===== config.mk =====
export PLATFORM = sky130hd
export DESIGN_NAME = tdd_dac
export DESIGN_NICKNAME = d
export VERILOG_FILES = /design/src/logic/tdd_pkg.sv /design/src/logic/tdd_dac.sv
export SDC_FILE = /design/constraint.sdc
export NUM_CORES = 1
export LEC_CHECK = 0
export ABC_AREA = 1
export BUFFER_PORTS_ARGS = -buffer_cell sky130_fd_sc_hd__buf_2
export CORE_UTILIZATION = 64
export CTS_BUF_LIST = sky130_fd_sc_hd__clkbuf_8
export CTS_CLUSTER_DIAMETER = 50
export DETAILED_ROUTE_END_ITERATION = 8
export GPL_ROUTABILITY_DRIVEN = 0
export PLACE_DENSITY = 0.95
export SYNTH_ARGS = -nofsm -noshare
export SYNTH_HDL_FRONTEND = slang
export SYNTH_SLANG_ARGS = --single-unit

===== constraint.sdc =====
create_clock -name ref_clk -period 7.35 [get_ports ref_clk]
set_clock_uncertainty 0.05 [all_clocks]
set_input_delay 0.3675 -clock ref_clk [delete_from_list [all_inputs] [get_ports ref_clk]]
set_output_delay 0.3675 -clock ref_clk [all_outputs]
set_load 0.02 [all_outputs]

===== src/logic/tdd_pkg.sv =====
`default_nettype none
package tdd_pkg;
    // ************************************************************
    // clocking
    // ************************************************************
    localparam int CLK_KHZ = 100000; // ref_clk rate
    localparam int BASE_KHZ = 1125; // duty base clock rate
    localparam int QUARTERS = 4; // sub-steps per base count, for the quarter offset
    localparam int QTICK_KHZ = BASE_KHZ * QUARTERS;
    localparam int ACC_W = 17;
    localparam logic [ACC_W-1:0] ACC_STEP = ACC_W'(QTICK_KHZ);
    localparam logic [ACC_W-1:0] ACC_MOD = ACC_W'(CLK_KHZ);
    localparam int QGAP_MIN = CLK_KHZ / QTICK_KHZ;
    localparam int CNT_W = 10; // 8-bit count plus 2 quarter bits
    localparam int NCH = 3;
    // ************************************************************
    // register map
    // ************************************************************
    localparam logic [7:0] ADDR_DUTY0 = 8'h05;
    localparam logic [7:0] ADDR_DUTY1 = 8'h06;
    localparam logic [7:0] ADDR_DUTY2 = 8'h07;
    localparam logic [6:0] ADDR_PINSEL = 7'h13;
    localparam int SEL_CGP_BIT = 0;
    localparam int SEL_CH0_BIT = 1;
    localparam logic [3:0] PINSEL_RST = 4'h0;
    localparam logic [7:0] DUTY_RST = 8'h00;
    localparam logic [1:0] QUARTER_OFS = 2'h1;
    // open-drain enables of the four pins
    typedef struct packed {
        logic clock_gen_port;
        logic [NCH-1:0] duty;
    } tdd_pins_t;
endpackage
`default_nettype wire


===== src/logic/tdd_dac.sv =====
`default_nettype none
module tdd_dac #(
    parameter int PHASE_Q = 2
) (
    // clock and reset
    input wire logic ref_clk,
    input wire logic rst,
    // peripheral transfer, store and load instructions
    input wire logic bufStore,
    input wire logic bufLoad,
    input wire logic [7:0] periphAddr,
    input wire logic [15:0] transferBuffer,
    output logic [15:0] loadData,
    // register file access
    input wire logic rfWrite,
    input wire logic rfRead,
    input wire logic [6:0] rfAddr,
    input wire logic [3:0] rfWdata,
    output logic [3:0] rfRdata,
    // system states
    input wire logic clockStop,
    input wire logic ceReset,
    input wire logic halt,
    // plain output latches and clock-generator waveform
    input wire logic [3:0] portLatch,
    input wire logic clockGenWave,
    // open-drain pins, value always low, enable pulls low
    output tdd_pkg::tdd_pins_t pinOut,
    output tdd_pkg::tdd_pins_t pinOe
);
    import tdd_pkg::*;

    // refuse a negative skew, or one whose NCH times PHASE_Q would not fit the 10-bit counter
    if (PHASE_Q < 0 || PHASE_Q * NCH > 1023) begin : g_bad_phase
        $error("PHASE_Q out of range");
    end

    // ************************************************************
    // shared clock stage
    // ************************************************************
    logic [ACC_W-1:0] acc_q;
    logic [ACC_W-1:0] accSum;
    logic qTick;
    assign accSum = acc_q + ACC_STEP;
    assign qTick = (accSum >= ACC_MOD);

    // fractional divider: exact 4500 kHz average, jitter of one ref_clk
    always_ff @(posedge ref_clk) begin
        if (rst) begin
            acc_q <= '0;
        end else if (qTick) begin
            acc_q <= accSum - ACC_MOD;
        end else begin
            acc_q <= accSum;
        end
    end

    // ************************************************************
    // registers
    // ************************************************************
    logic [3:0] pinSel_q;
    logic [7:0] duty_q [NCH];
    logic [15:0] loadData_q;
    logic [3:0] rfRdata_q;

    // select flags; halt and ceReset deliberately have no effect here
    always_ff @(posedge ref_clk) begin
        if (rst || clockStop) begin
            pinSel_q <= PINSEL_RST;
        end else if (rfWrite && rfAddr == ADDR_PINSEL) begin
            pinSel_q <= rfWdata;
        end
    end

    // duty values survive clock stop and chip-enable reset
    always_ff @(posedge ref_clk) begin
        if (rst) begin
            for (int i = 0; i < NCH; i++) begin
                duty_q[i] <= DUTY_RST;
            end
        end else if (bufStore) begin
            for (int i = 0; i < NCH; i++) begin
                if (periphAddr == ADDR_DUTY0 + 8'(i)) begin
                    duty_q[i] <= transferBuffer[7:0];
                end
            end
        end
    end

    // load answers, unmapped addresses return zero
    always_ff @(posedge ref_clk) begin
        if (rst) begin
            loadData_q <= '0;
        end else if (bufLoad) begin
            case (periphAddr)
                ADDR_DUTY0: loadData_q <= {8'h00, duty_q[0]};
                ADDR_DUTY1: loadData_q <= {8'h00, duty_q[1]};
                ADDR_DUTY2: loadData_q <= {8'h00, duty_q[2]};
                default: loadData_q <= '0;
            endcase
        end
    end

    always_ff @(posedge ref_clk) begin
        if (rst) begin
            rfRdata_q <= '0;
        end else if (rfRead) begin
            rfRdata_q <= (rfAddr == ADDR_PINSEL) ? pinSel_q : 4'h0;
        end
    end
    assign loadData = loadData_q;
    assign rfRdata = rfRdata_q;

    // ************************************************************
    // per-channel duty and output stages
    // ************************************************************
    logic [CNT_W-1:0] cnt_q [NCH];
    logic [NCH-1:0] high;
    logic [NCH-1:0] dutyOe_q;
    logic cgpOe_q;

    for (genvar c = 0; c < NCH; c++) begin : g_ch
        // counter in quarter counts, preset gives the fixed phase skew
        always_ff @(posedge ref_clk) begin
            if (rst) begin
                cnt_q[c] <= CNT_W'(c * PHASE_Q);
            end else if (qTick) begin
                cnt_q[c] <= cnt_q[c] + CNT_W'(1);
            end
        end
        // comparing against x plus a quarter gives the offset for free
        assign high[c] = cnt_q[c] < {duty_q[c], QUARTER_OFS};

        // open drain: enable means pull low
        always_ff @(posedge ref_clk) begin
            if (rst) begin
                dutyOe_q[c] <= 1'b0;
            end else if (pinSel_q[SEL_CH0_BIT + c]) begin
                dutyOe_q[c] <= ~high[c];
            end else begin
                dutyOe_q[c] <= ~portLatch[SEL_CH0_BIT + c];
            end
        end

        chk_pin_follows: assert property (@(posedge ref_clk) disable iff (rst)
            $past(pinSel_q[SEL_CH0_BIT + c]) |-> dutyOe_q[c] == !$past(high[c]))
            else $error("duty pin not following comparator");
        chk_gp_latch: assert property (@(posedge ref_clk) disable iff (rst)
            !$past(pinSel_q[SEL_CH0_BIT + c])
            |-> dutyOe_q[c] == !$past(portLatch[SEL_CH0_BIT + c]))
            else $error("plain pin not following latch");
        chk_cnt_step: assert property (@(posedge ref_clk) disable iff (rst)
            qTick |=> cnt_q[c] == $past(cnt_q[c]) + 10'h001)
            else $error("channel counter did not step");
    end

    always_ff @(posedge ref_clk) begin
        if (rst) begin
            cgpOe_q <= 1'b0;
        end else begin
            cgpOe_q <= pinSel_q[SEL_CGP_BIT] ? ~clockGenWave : ~portLatch[SEL_CGP_BIT];
        end
    end

    assign pinOe = '{clock_gen_port: cgpOe_q, duty: dutyOe_q};
    assign pinOut = '0;

    // ************************************************************
    // checks
    // ************************************************************
    chk_qtick_gap: assert property (@(posedge ref_clk) disable iff (rst)
        qTick |-> ##[22:23] qTick)
        else $error("quarter tick spacing wrong");
    chk_qtick_quiet: assert property (@(posedge ref_clk) disable iff (rst)
        qTick |=> !qTick [*8])
        else $error("quarter ticks too close");
    chk_stop_clears: assert property (@(posedge ref_clk) disable iff (rst)
        clockStop |=> pinSel_q == PINSEL_RST)
        else $error("clock stop kept select flags");
    chk_ce_keeps: assert property (@(posedge ref_clk) disable iff (rst)
        (ceReset || halt) && !clockStop && !rfWrite |=> $stable(pinSel_q))
        else $error("select flags changed in chip-enable reset");
    chk_duty_store: assert property (@(posedge ref_clk) disable iff (rst)
        bufStore && periphAddr == ADDR_DUTY1 |=> duty_q[1] == $past(transferBuffer[7:0]))
        else $error("duty store lost");
    chk_zero_quarter: assert property (@(posedge ref_clk) disable iff (rst)
        duty_q[0] == 8'h00 && cnt_q[0] == 10'h000 |-> high[0])
        else $error("zero duty lost quarter high");
    chk_quarter_end: assert property (@(posedge ref_clk) disable iff (rst)
        cnt_q[0] == {duty_q[0], QUARTER_OFS} |-> !high[0])
        else $error("high time too long");
    chk_phase_skew: assert property (@(posedge ref_clk) disable iff (rst)
        cnt_q[1] - cnt_q[0] == 10'(PHASE_Q))
        else $error("channel phase skew drifted");
endmodule // tdd_dac
`default_nettype wire


==> results by group, run 1 <==
Worst setup path
  • WS Path Type: flop to flop
  • Crit path cell chain: ha_1 > nor2_1 > o21ai_0 > nand2_1 > ha_1 > inv_1 > nand3_1 > nand2_2 > inv_2 > nor2_4 > nor2_4 > nand3_2 > nand2_4 > nand2_1 > buf_4
  • Max FO, Critical Path: 30
  • Worst Path Arrival: 2.93 ns
  • Worst setup path start: acc_q[2]
  • Worst-path cell with the longest stage delay: dfxtp_1
  • Critical path data required time: 7.33 ns
  • Reg-to-reg startpoint: acc_q[2]
  • Setup crit end kind: flop
  • Reg2Reg Depth: 15
  • CP max stage delay: 0.40 ns
  • Worst reg2reg setup slack: 4.39 ns
  • Type of origin of the critical path: flop

Clock tree
  • Cells resized by post-CTS repair: 0
  • Clk slew on worst S/H paths: 0.09 ns
  • Clock sinks: 89
  • Postcts setup bufs: 0
  • Worst skew pair latency: 0.37 ns
  • Clock Tree Buf Depth: 2
  • H-Tree Level Count: 3
  • Hold buffers post-CTS: 0
  • Root Buffer Master: clkbuf_8
  • Number of CTS-inserted buffers: 9
  • CTS tree: done

Yosys
  • Netlist cell types: 37
  • Yosys reg bits: 89
  • Largest area contributor in the netlist: edfxtp_1
  • Area contributors post-synth: edfxtp_1, dfxtp_1, nand2_1
  • YS warnings: 0
  • Synthesized cell area: 5350 um2
  • Mean Syn Cell Area: 8.30 um2
  • Yosys top cell area share: 0.303
  • Sequential element share of the synthesized area: 0.434
  • Cells after synthesis: 644

STA
  • Slew @ Worst Pin: 1.23 ns
  • # setup viols final: 0
  • Final WS setup: 4.39 ns
  • RSZ-0062 raised after global routing: no
  • Max Slew Vio Count: 0
  • Tcrit/Tclk final: 0.402
  • Top achievable clock speed: 338 MHz
  • Max_slew headroom: 0.168
  • Setup TNS: 0 ns
  • Min Tclk post-route: 2.96 ns
  • Fin. Hold Viols: 0

Global route
  • Grt ovf: 0
  • Vias in the first global route: 4374
  • All-Layer GR Usage: 0.294
  • First-pass GRT wire length: 19700 um
  • GR Util met1: 0.343
  • Largest net degree at the start of global routing: 31
  • Initial antenna violation count: 0
  • Grt peak-use layer: met2
  • M2 GR Usage: 0.528
  • Met3 Use GR: 0.0415

Placement
  • Detail Placement HPWL: 8760 um
  • Port buffer count: 54
  • Pre-CTS setup slack: 4.45 ns
  • Area after DPL: 5620 um2

Power and ir drop
  • PwrDens: 194 nW/um2
  • Lkg Pwr: 2.70 nW
  • Overall Power: 1.14 mW
  • Max VDD drop: 0.132 mV

Die
  • Core ar.: 7890 um2
  • Num ports: 77
  • Die area: 8720 um2
  • Die H: 93.4 um
  • Starting density of the core: 0.678
  • Rows: 32
  • Die width: 93.4 um

Finish
  • Design Area, Final: 5860 um2
  • Fin nets: 780
  • N_diodes: 0
  • Fillcell total: 547
  • Area growth, synth to finish: 9.69%
  • Share of cells above drive strength 1: 0.185

Status
  • Status: completed

Detailed routing
  • ANT nets after route: 0
  • Drt wl/cell: 14.7 um
  • Starting DRT DRC Count: 344
  • Drt pass-1 iters: 5
  • Post-Route WL: 11800 um
  • Via count: 4500
  • Drt drc: 0
  • Via density: 5.59

Flow run
  • Max cap viols: 0

Hold path
  • HP Start: clockGenWave
  • Hold Path Class: input pin to flop
  • Hold Path Stages: 2
[layout make-up]
type	instances	area, um2	share of cell area
Sequential cell	89	2320	0.396
Clock buffer	9	124	0.0211
Inverter	105	399	0.0681
Multi-Input combinational cell	438	2490	0.424
Timing Repair Buffer	55	278	0.0474
Clock inverter	7	124	0.0211
Tap cell	102	128	0.0218
[where the power goes]
group	switching, mW	total [mW]	internal (mW)
clock network	0.188	0.417	0.229
registers	0.0165	0.565	0.548
logic	0.105	0.156	0.0513
[critical path, delay by kind of cell, from the launching register on]
family / cells / cell delay [ns]
AND/OR/NAND/NOR: 9 / 1.06
buffers and inverters: 3 / 0.50
adder cells (fa/ha/maj): 2 / 0.44
AO/OA/AOI/OAI: 1 / 0.14
flip-flops: 1 / 0.40
[flip-flops by register name, indices dropped and copies added, names as in the netlist]
signal / count
cnt_q: 30
duty_q: 24
acc_q: 15
loadData: 8
pinSel_q: 4
rfRdata: 4
pinOe: 3
cgpOe_q: 1
[final timing paths]
check	to
setup reg to reg	cnt_q[2][7]
hold / removal	cgpOe_q
hold reg to reg	loadData[6]
setup / recovery	cnt_q[2][7]
[kinds of logic (layout without fill, tap and decap cells)]
kind of cell / after synthesis / count (layout) / synth area share
other: 1 / 12 / 0.000702
AO/OA/AOI/OAI: 83 / 83 / 0.0836
flip-flops: 89 / 89 / 0.434
buffers and inverters: 128 / 176 / 0.108
XOR/XNOR: 25 / 25 / 0.0410
AND/OR/NAND/NOR: 285 / 285 / 0.255
adder cells (fa/ha/maj): 33 / 33 / 0.0772
[routing by layer]
metal,vias to the layer above,part of all wire,routed length (um)
met2,181,0.52,6200
met5,-,0,0
met3,32,0.049,585
met1,2120,0.40,4680
li1,2167,-,-
met4,0,0.031,361
[cells in the final DEF (no fill, tap or decap), drive strengths merged, types with 5 or more instances in the layout]
| cell | instances |
|---|---|
| a21oi | 42 |
| o22ai | 8 |
| xor2 | 18 |
| clkbuf | 9 |
| edfxtp | 54 |
| conb | 12 |
| o21ai | 28 |
| ha | 33 |
| dfxtp | 35 |
| buf | 55 |
| nand3 | 44 |
| inv | 108 |
| nand4 | 5 |
| nor3 | 10 |
| nor2 | 86 |
| nand2 | 133 |
| xnor2 | 7 |
[metrics by stage]
stage                     hold slack, ns  instances   util
after detailed placement           0.407        789  0.712
after floorplan                    0.383        655      -
after global routing               0.137        805  0.743
after global placement             0.395        789  0.712
after CTS                          0.139        805  0.743
final                              0.156        805  0.743
[cells in the mapped netlist, drive strengths merged]
| cell | count |
|---|---|
| nor2 | 86 |
| ha | 33 |
| o211ai | 4 |
| a21oi | 42 |
| nor3b | 2 |
| nand3 | 44 |
| or2 | 3 |
| o22ai | 8 |
| o21ai | 28 |
| a211oi | 1 |
| conb | 1 |
| nand2 | 133 |
| nor4 | 1 |
| nand4 | 5 |
| xor2 | 18 |
| xnor2 | 7 |
| nor3 | 10 |
| edfxtp | 54 |
| inv | 105 |
| clkbuf | 3 |
| buf | 20 |
| dfxtp | 35 |
| nand3b | 1 |
(Power assumes the default switching activity.)
==> run 2, diff against run 1 <==
ABC_AREA = 0   (was 1)
CORE_UTILIZATION = 59   (was 64)
PLACE_DENSITY = 0.9   (was 0.95)
clock period = 3 ns   (was 7.35 ns; I/O delays follow)
==> run 2 against run 1 <==
Effect of this change:
- routed wire length decreased by 6.6%
- via count decreased by 8.6%
- area after synthesis decreased by 2.5%
- die area increased by 5.6%
- flip-flop and latch count unchanged
- cell area decreased by 2.5%
- total power increased by 130%
- hold slack got worse by 0.13 ns
- clock-buffer cell count increased by 2
- critical path depth decreased by 7
- global-route usage decreased by 3.6 points
- first-iteration DRC count decreased by 4.1%
- largest cell class unchanged
- largest power group unchanged
==> results by group, run 2 <==
Yosys
  • Largest area contributor in the netlist: edfxtp_1
  • YS warnings: 0
  • Yosys top cell area share: 0.311
  • Netlist cell types: 69
  • Cells after synthesis: 536
  • Most frequent cell after synthesis: nor2_1
  • Yosys reg bits: 89
  • Main flop type after synthesis: edfxtp_1
  • Sequential element share of the synthesized area: 0.446
  • Area contributors post-synth: edfxtp_1, dfxtp_1, ha_1
  • Post-synth top cells: nor2_1, edfxtp_1, inv_1, dfxtp_1
  • Post-synth EDFFs: 54
  • Ys async rst share: 0
  • Synthesized cell area: 5210 um2
  • Mean Syn Cell Area: 9.72 um2

Detailed routing
  • Via count: 4113
  • Drt wl/cell: 15.8 um
  • Post-Route WL: 11000 um
  • Met3 wire length: 673 um
  • Starting DRT DRC Count: 330
  • Via density: 5.89
  • Wire length on met1: 4740 um
  • Highest Signal Layer: met4
  • Drt drc: 0
  • Drt pass-1 iters: 5
  • ANT nets after route: 0
  • Routed wl met2: 5370 um

Clock tree
  • Clock Tree Buf Depth: 2
  • Root Buffer Master: clkbuf_8
  • CTS tree: done
  • Clock sinks: 89
  • Clk slew on worst S/H paths: 0.09 ns
  • Number of CTS-inserted buffers: 9
  • Postcts setup bufs: 0
  • Worst skew pair latency: 0.37 ns
  • H-Tree Level Count: 3

STA
  • Top achievable clock speed: 343 MHz
  • Max Slew Vio Count: 0
  • Final WS setup: 0.0836 ns
  • # setup viols final: 0
  • RSZ-0062 raised after global routing: no
  • Min Tclk post-route: 2.92 ns
  • Setup TNS: 0 ns
  • Tcrit/Tclk final: 0.972
  • Max_slew headroom: 0.453
  • Fin. Hold Viols: 0
  • Slew @ Worst Pin: 0.820 ns

Finish
  • Share of cells above drive strength 1: 0.160
  • Fin util: 0.682
  • N_diodes: 0
  • Most common cell after layout, fill and taps aside: nor2_1
  • Design Area, Final: 5720 um2
  • Fin nets: 670
  • Largest registers: cnt_q (30), duty_q (24), acc_q (15)
  • Largest Register: cnt_q
  • Max FFs per register: 30
  • Most frequent cells in the layout: nor2_1, edfxtp_1, buf_2
  • Area growth, synth to finish: 9.70%

Die
  • Core ar.: 8380 um2
  • Die H: 96.0 um
  • Die area: 9210 um2
  • Die width: 96.0 um
  • Starting density of the core: 0.622
  • Num ports: 77
  • Rows: 33

Worst setup path
  • Worst reg2reg setup slack: 0.08 ns
  • WS Path Type: flop to flop
  • Critical path depth in cells: 8
  • Type of origin of the critical path: flop
  • Crit path cell chain: ha_2 > o211ai_2 > a221o_1 > xnor2_1 > a211oi_2 > a21oi_4 > or2_2 > buf_12
  • CP top delay family: compound AO/OA/AOI/OAI gates
  • Worst Path Arrival: 2.98 ns
  • Crit path to: cnt_q[2][6]
  • WP buf/inv: 1
  • Reg2Reg Depth: 8
  • CP max stage delay: 0.50 ns
  • Reg-to-reg startpoint: acc_q[2]
  • Critical path data required time: 3.06 ns
  • Max FO, Critical Path: 30
  • Setup crit end kind: flop
  • Worst-path cell with the longest stage delay: a211oi_2
  • FF-to-FF End: cnt_q[2][6]
  • Worst setup path start: acc_q[2]

Placement
  • Area after DPL: 5490 um2
  • Pre-CTS setup slack: 0.147 ns
  • Port buffer count: 54
  • Detail Placement HPWL: 7990 um

Power and ir drop
  • Overall Power: 2.63 mW
  • Lkg Pwr: 2.39 nW
  • Max VDD drop: 0.272 mV
  • PwrDens: 461 nW/um2

Global route
  • All-Layer GR Usage: 0.257
  • Largest net degree at the start of global routing: 47
  • Initial antenna violation count: 0
  • First-pass GRT wire length: 17700 um
  • Grt ovf: 0
  • Vias in the first global route: 3875

Status
  • Status: completed

Hold path
  • Hold Path Class: input pin to flop

Flow run
  • Max cap viols: 0
## run 2: logic make-up (layout without fill, tap and decap cells)
logic type / after synthesis / after routing / synth area share
compound gates: 111 / 111 / 0.151
xor+xnor: 32 / 32 / 0.0538
fa+ha+maj: 33 / 33 / 0.0793
buf+inv: 69 / 115 / 0.0696
flops: 89 / 89 / 0.446
mux: 7 / 7 / 0.0137
other cells: 1 / 12 / 0.000720
simple gates: 194 / 194 / 0.186
## run 2: power breakdown
group,internal (mW),leakage (nW),total [mW],switching (mW)
clock,0.353,0.102,0.801,0.448
sequential,1.35,0.816,1.43,0.0813
combinational,0.165,1.47,0.404,0.239
## run 2: area by class of cell
class                   count  area [um2]
clock inverters             5        38.8
inverters                  38         143
repair buffers             61         355
well taps                 105         131
clock buffers              11         151
flip-flops and latches     89        2320
multi-input cells         389        2570
fillers                   628        2670
## run 2: per-stage QoR
stage | cells | hold WS (ns)
final | 698 | 0.0255
after global routing | 698 | 0.0243
after CTS | 698 | 0.0211
after detailed placement | 679 | 0.295
after global placement | 679 | 0.292
after floorplan | 547 | 0.177
## run 2: how the worst min path moves through the flow
stage | cells past startpoint | from | end
after floorplan | 1 | clockStop | pinSel_q[0]
after global placement | 2 | clockGenWave | cgpOe_q
after detailed placement | 2 | clockGenWave | cgpOe_q
after CTS | 3 | portLatch[0] | cgpOe_q
after global routing | 3 | portLatch[3] | pinOe[2]
final | 3 | portLatch[0] | cgpOe_q
## run 2: timing repair
item | CTS | global route
setup endpoints to repair | 0 | 31
hold buffers | 3 | 0
resized for setup | 0 | 2
endpoints found under the hold margin | 6 | 0
## run 2: layer usage
layer	track usage	up-vias
li1	-	1972
met1	0.314	1911
met2	0.453	206
met3	0.0395	24
met4	0.106	0
met5	0	-
## run 2: tightest hold or removal path: stages
cell and delay, ns:
buf_2 0.07, nor2b_1 0.12, a211oi_1 0.05
==> run 3, diff against run 2 <==
CORE_ASPECT_RATIO = 1.25   (was not set)
==> run 3 against run 2 <==
Effect of this change:
- global-route usage grew 0.77 points
- die area is essentially flat
- worst setup slack gained 0.11 ns
- sequential power is essentially flat
- utilization grew 1.2 points
- clock-buffer cell count shrank 1
- critical endpoint is now cnt_q[2][1]
==> results by group, run 3 (synthesis results as in run 2) <==
Finish
  • Fin nets: 678
  • Fillcell total: 612
  • Largest Register: cnt_q
  • Most common cell after layout, fill and taps aside: nor2_1
  • Most frequent cells in the layout: nor2_1, edfxtp_1, buf_2
  • N_diodes: 0
  • Share of cells above drive strength 1: 0.166
  • Multi-input logic area: 2570 um2
  • Largest registers: cnt_q (30), duty_q (24), acc_q (15)
  • Area growth, synth to finish: 11.6%
  • Storage cell area: 2320 um2
  • Max FFs per register: 30

Die
  • Die H: 107 um
  • Starting density of the core: 0.622
  • Die area: 9210 um2
  • Num ports: 77
  • Rows: 37
  • Die width: 86.1 um
  • Core ar.: 8380 um2

Detailed routing
  • Via count: 4085
  • Met3 wire length: 476 um
  • Via density: 5.69
  • Starting DRT DRC Count: 225
  • Wire length on met1: 4490 um
  • Drt wl/cell: 16.0 um
  • Drt pass-1 iters: 5
  • Drt drc: 0
  • Highest Signal Layer: met4
  • Post-Route WL: 11500 um
  • ANT nets after route: 0
  • Routed wl met2: 6240 um

Worst setup path
  • Worst reg2reg setup slack: 0.19 ns
  • CP top delay family: compound AO/OA/AOI/OAI gates
  • Critical path data required time: 3.08 ns
  • Reg-to-reg startpoint: acc_q[6]
  • CP max stage delay: 0.61 ns
  • Worst-path cell with the longest stage delay: dfxtp_1
  • Type of origin of the critical path: flop
  • Critical path depth in cells: 8
  • Crit path cell chain: o211ai_2 > a221o_1 > xnor2_1 > a211oi_2 > a21oi_4 > buf_4 > and2b_1 > and2_1
  • Reg2Reg Depth: 8
  • WP buf/inv: 1
  • Max FO, Critical Path: 18
  • Setup crit end kind: flop
  • Worst Path Arrival: 2.89 ns
  • WS Path Type: flop to flop
  • Worst setup path start: acc_q[6]

Global route
  • Grt ovf: 0
  • Largest net degree at the start of global routing: 31
  • Initial antenna violation count: 0
  • Vias in the first global route: 4188
  • First-pass GRT wire length: 19000 um
  • All-Layer GR Usage: 0.265

STA
  • Max_slew headroom: 0.529
  • Setup TNS: 0 ns
  • # setup viols final: 0
  • Max Slew Vio Count: 0
  • Slew @ Worst Pin: 0.697 ns
  • Tcrit/Tclk final: 0.936
  • Fin. Hold Viols: 0
  • Final WS setup: 0.192 ns
  • Min Tclk post-route: 2.81 ns
  • RSZ-0062 raised after global routing: no
  • Top achievable clock speed: 356 MHz

Power and ir drop
  • PwrDens: 481 nW/um2
  • Max VDD drop: 0.480 mV
  • Lkg Pwr: 2.45 nW

Status
  • Status: completed

Placement
  • Detail Placement HPWL: 8300 um
  • Port buffer count: 54
  • Pre-CTS setup slack: 0.192 ns

Clock tree
  • Root Buffer Master: clkbuf_8
  • Clk slew on worst S/H paths: 0.09 ns
  • Worst skew pair latency: 0.37 ns
  • Number of CTS-inserted buffers: 9
  • Clock sinks: 89
  • Clock Tree Buf Depth: 2
  • CTS tree: done
  • H-Tree Level Count: 3
  • Postcts setup bufs: 0

Hold path
  • HP Start: portLatch[0]
  • Hold Path Class: input pin to flop
  • Hold Path Stages: 3

Flow run
  • Max cap viols: 0
run 3: tightest hold or removal path, stage by stage:
cell and delay [ns]:
buf_2 0.08, nor2b_1 0.12, a211oi_1 0.05
run 3: path summary, 6_finish.rpt:
path,end
hold reg to reg,loadData[6]
setup / recovery,cnt_q[2][1]
setup reg to reg,cnt_q[2][1]
hold / removal,cgpOe_q
run 3: final cells by class:
cell class,count,area share
repair buffers,69,0.0697
multi-input cells,389,0.442
well taps,117,0.0252
inverters,38,0.0245
flip-flops and latches,89,0.399
clock inverters,6,0.0155
clock buffers,10,0.0237
run 3: timing repair:
action | 4_1_cts | 5_1_grt
hold buffers | 4 | 0
endpoints found under the setup margin | 0 | 3
endpoints found under the hold margin | 7 | 0
resized for setup | 0 | 1
run 3: metal layers:
layer | GRT usage | vias up
met3 | 0.0400 | 22
li1 | - | 1988
met2 | 0.490 | 121
met4 | 0.123 | 0
met1 | 0.295 | 1954
met5 | 0 | -
run 3: through the flow:
stage                     hold slack [ns]   util  instance area (um2)  instances  total power [mW]
after global placement              0.285  0.661                 5540        698              1.83
final                              0.0156  0.694                 5810        718              2.79
after detailed placement            0.293  0.661                 5540        698              1.85
after CTS                          0.0115  0.693                 5810        718              2.78
after global routing               0.0199  0.694                 5810        718              2.89
after floorplan                     0.177      -                 5250        547              1.75
run 3: power by group:
part           internal, mW  switching [mW]
Combinational         0.178           0.240
Sequential             1.35          0.0765
Clock                 0.499           0.453
Total                  2.02           0.769
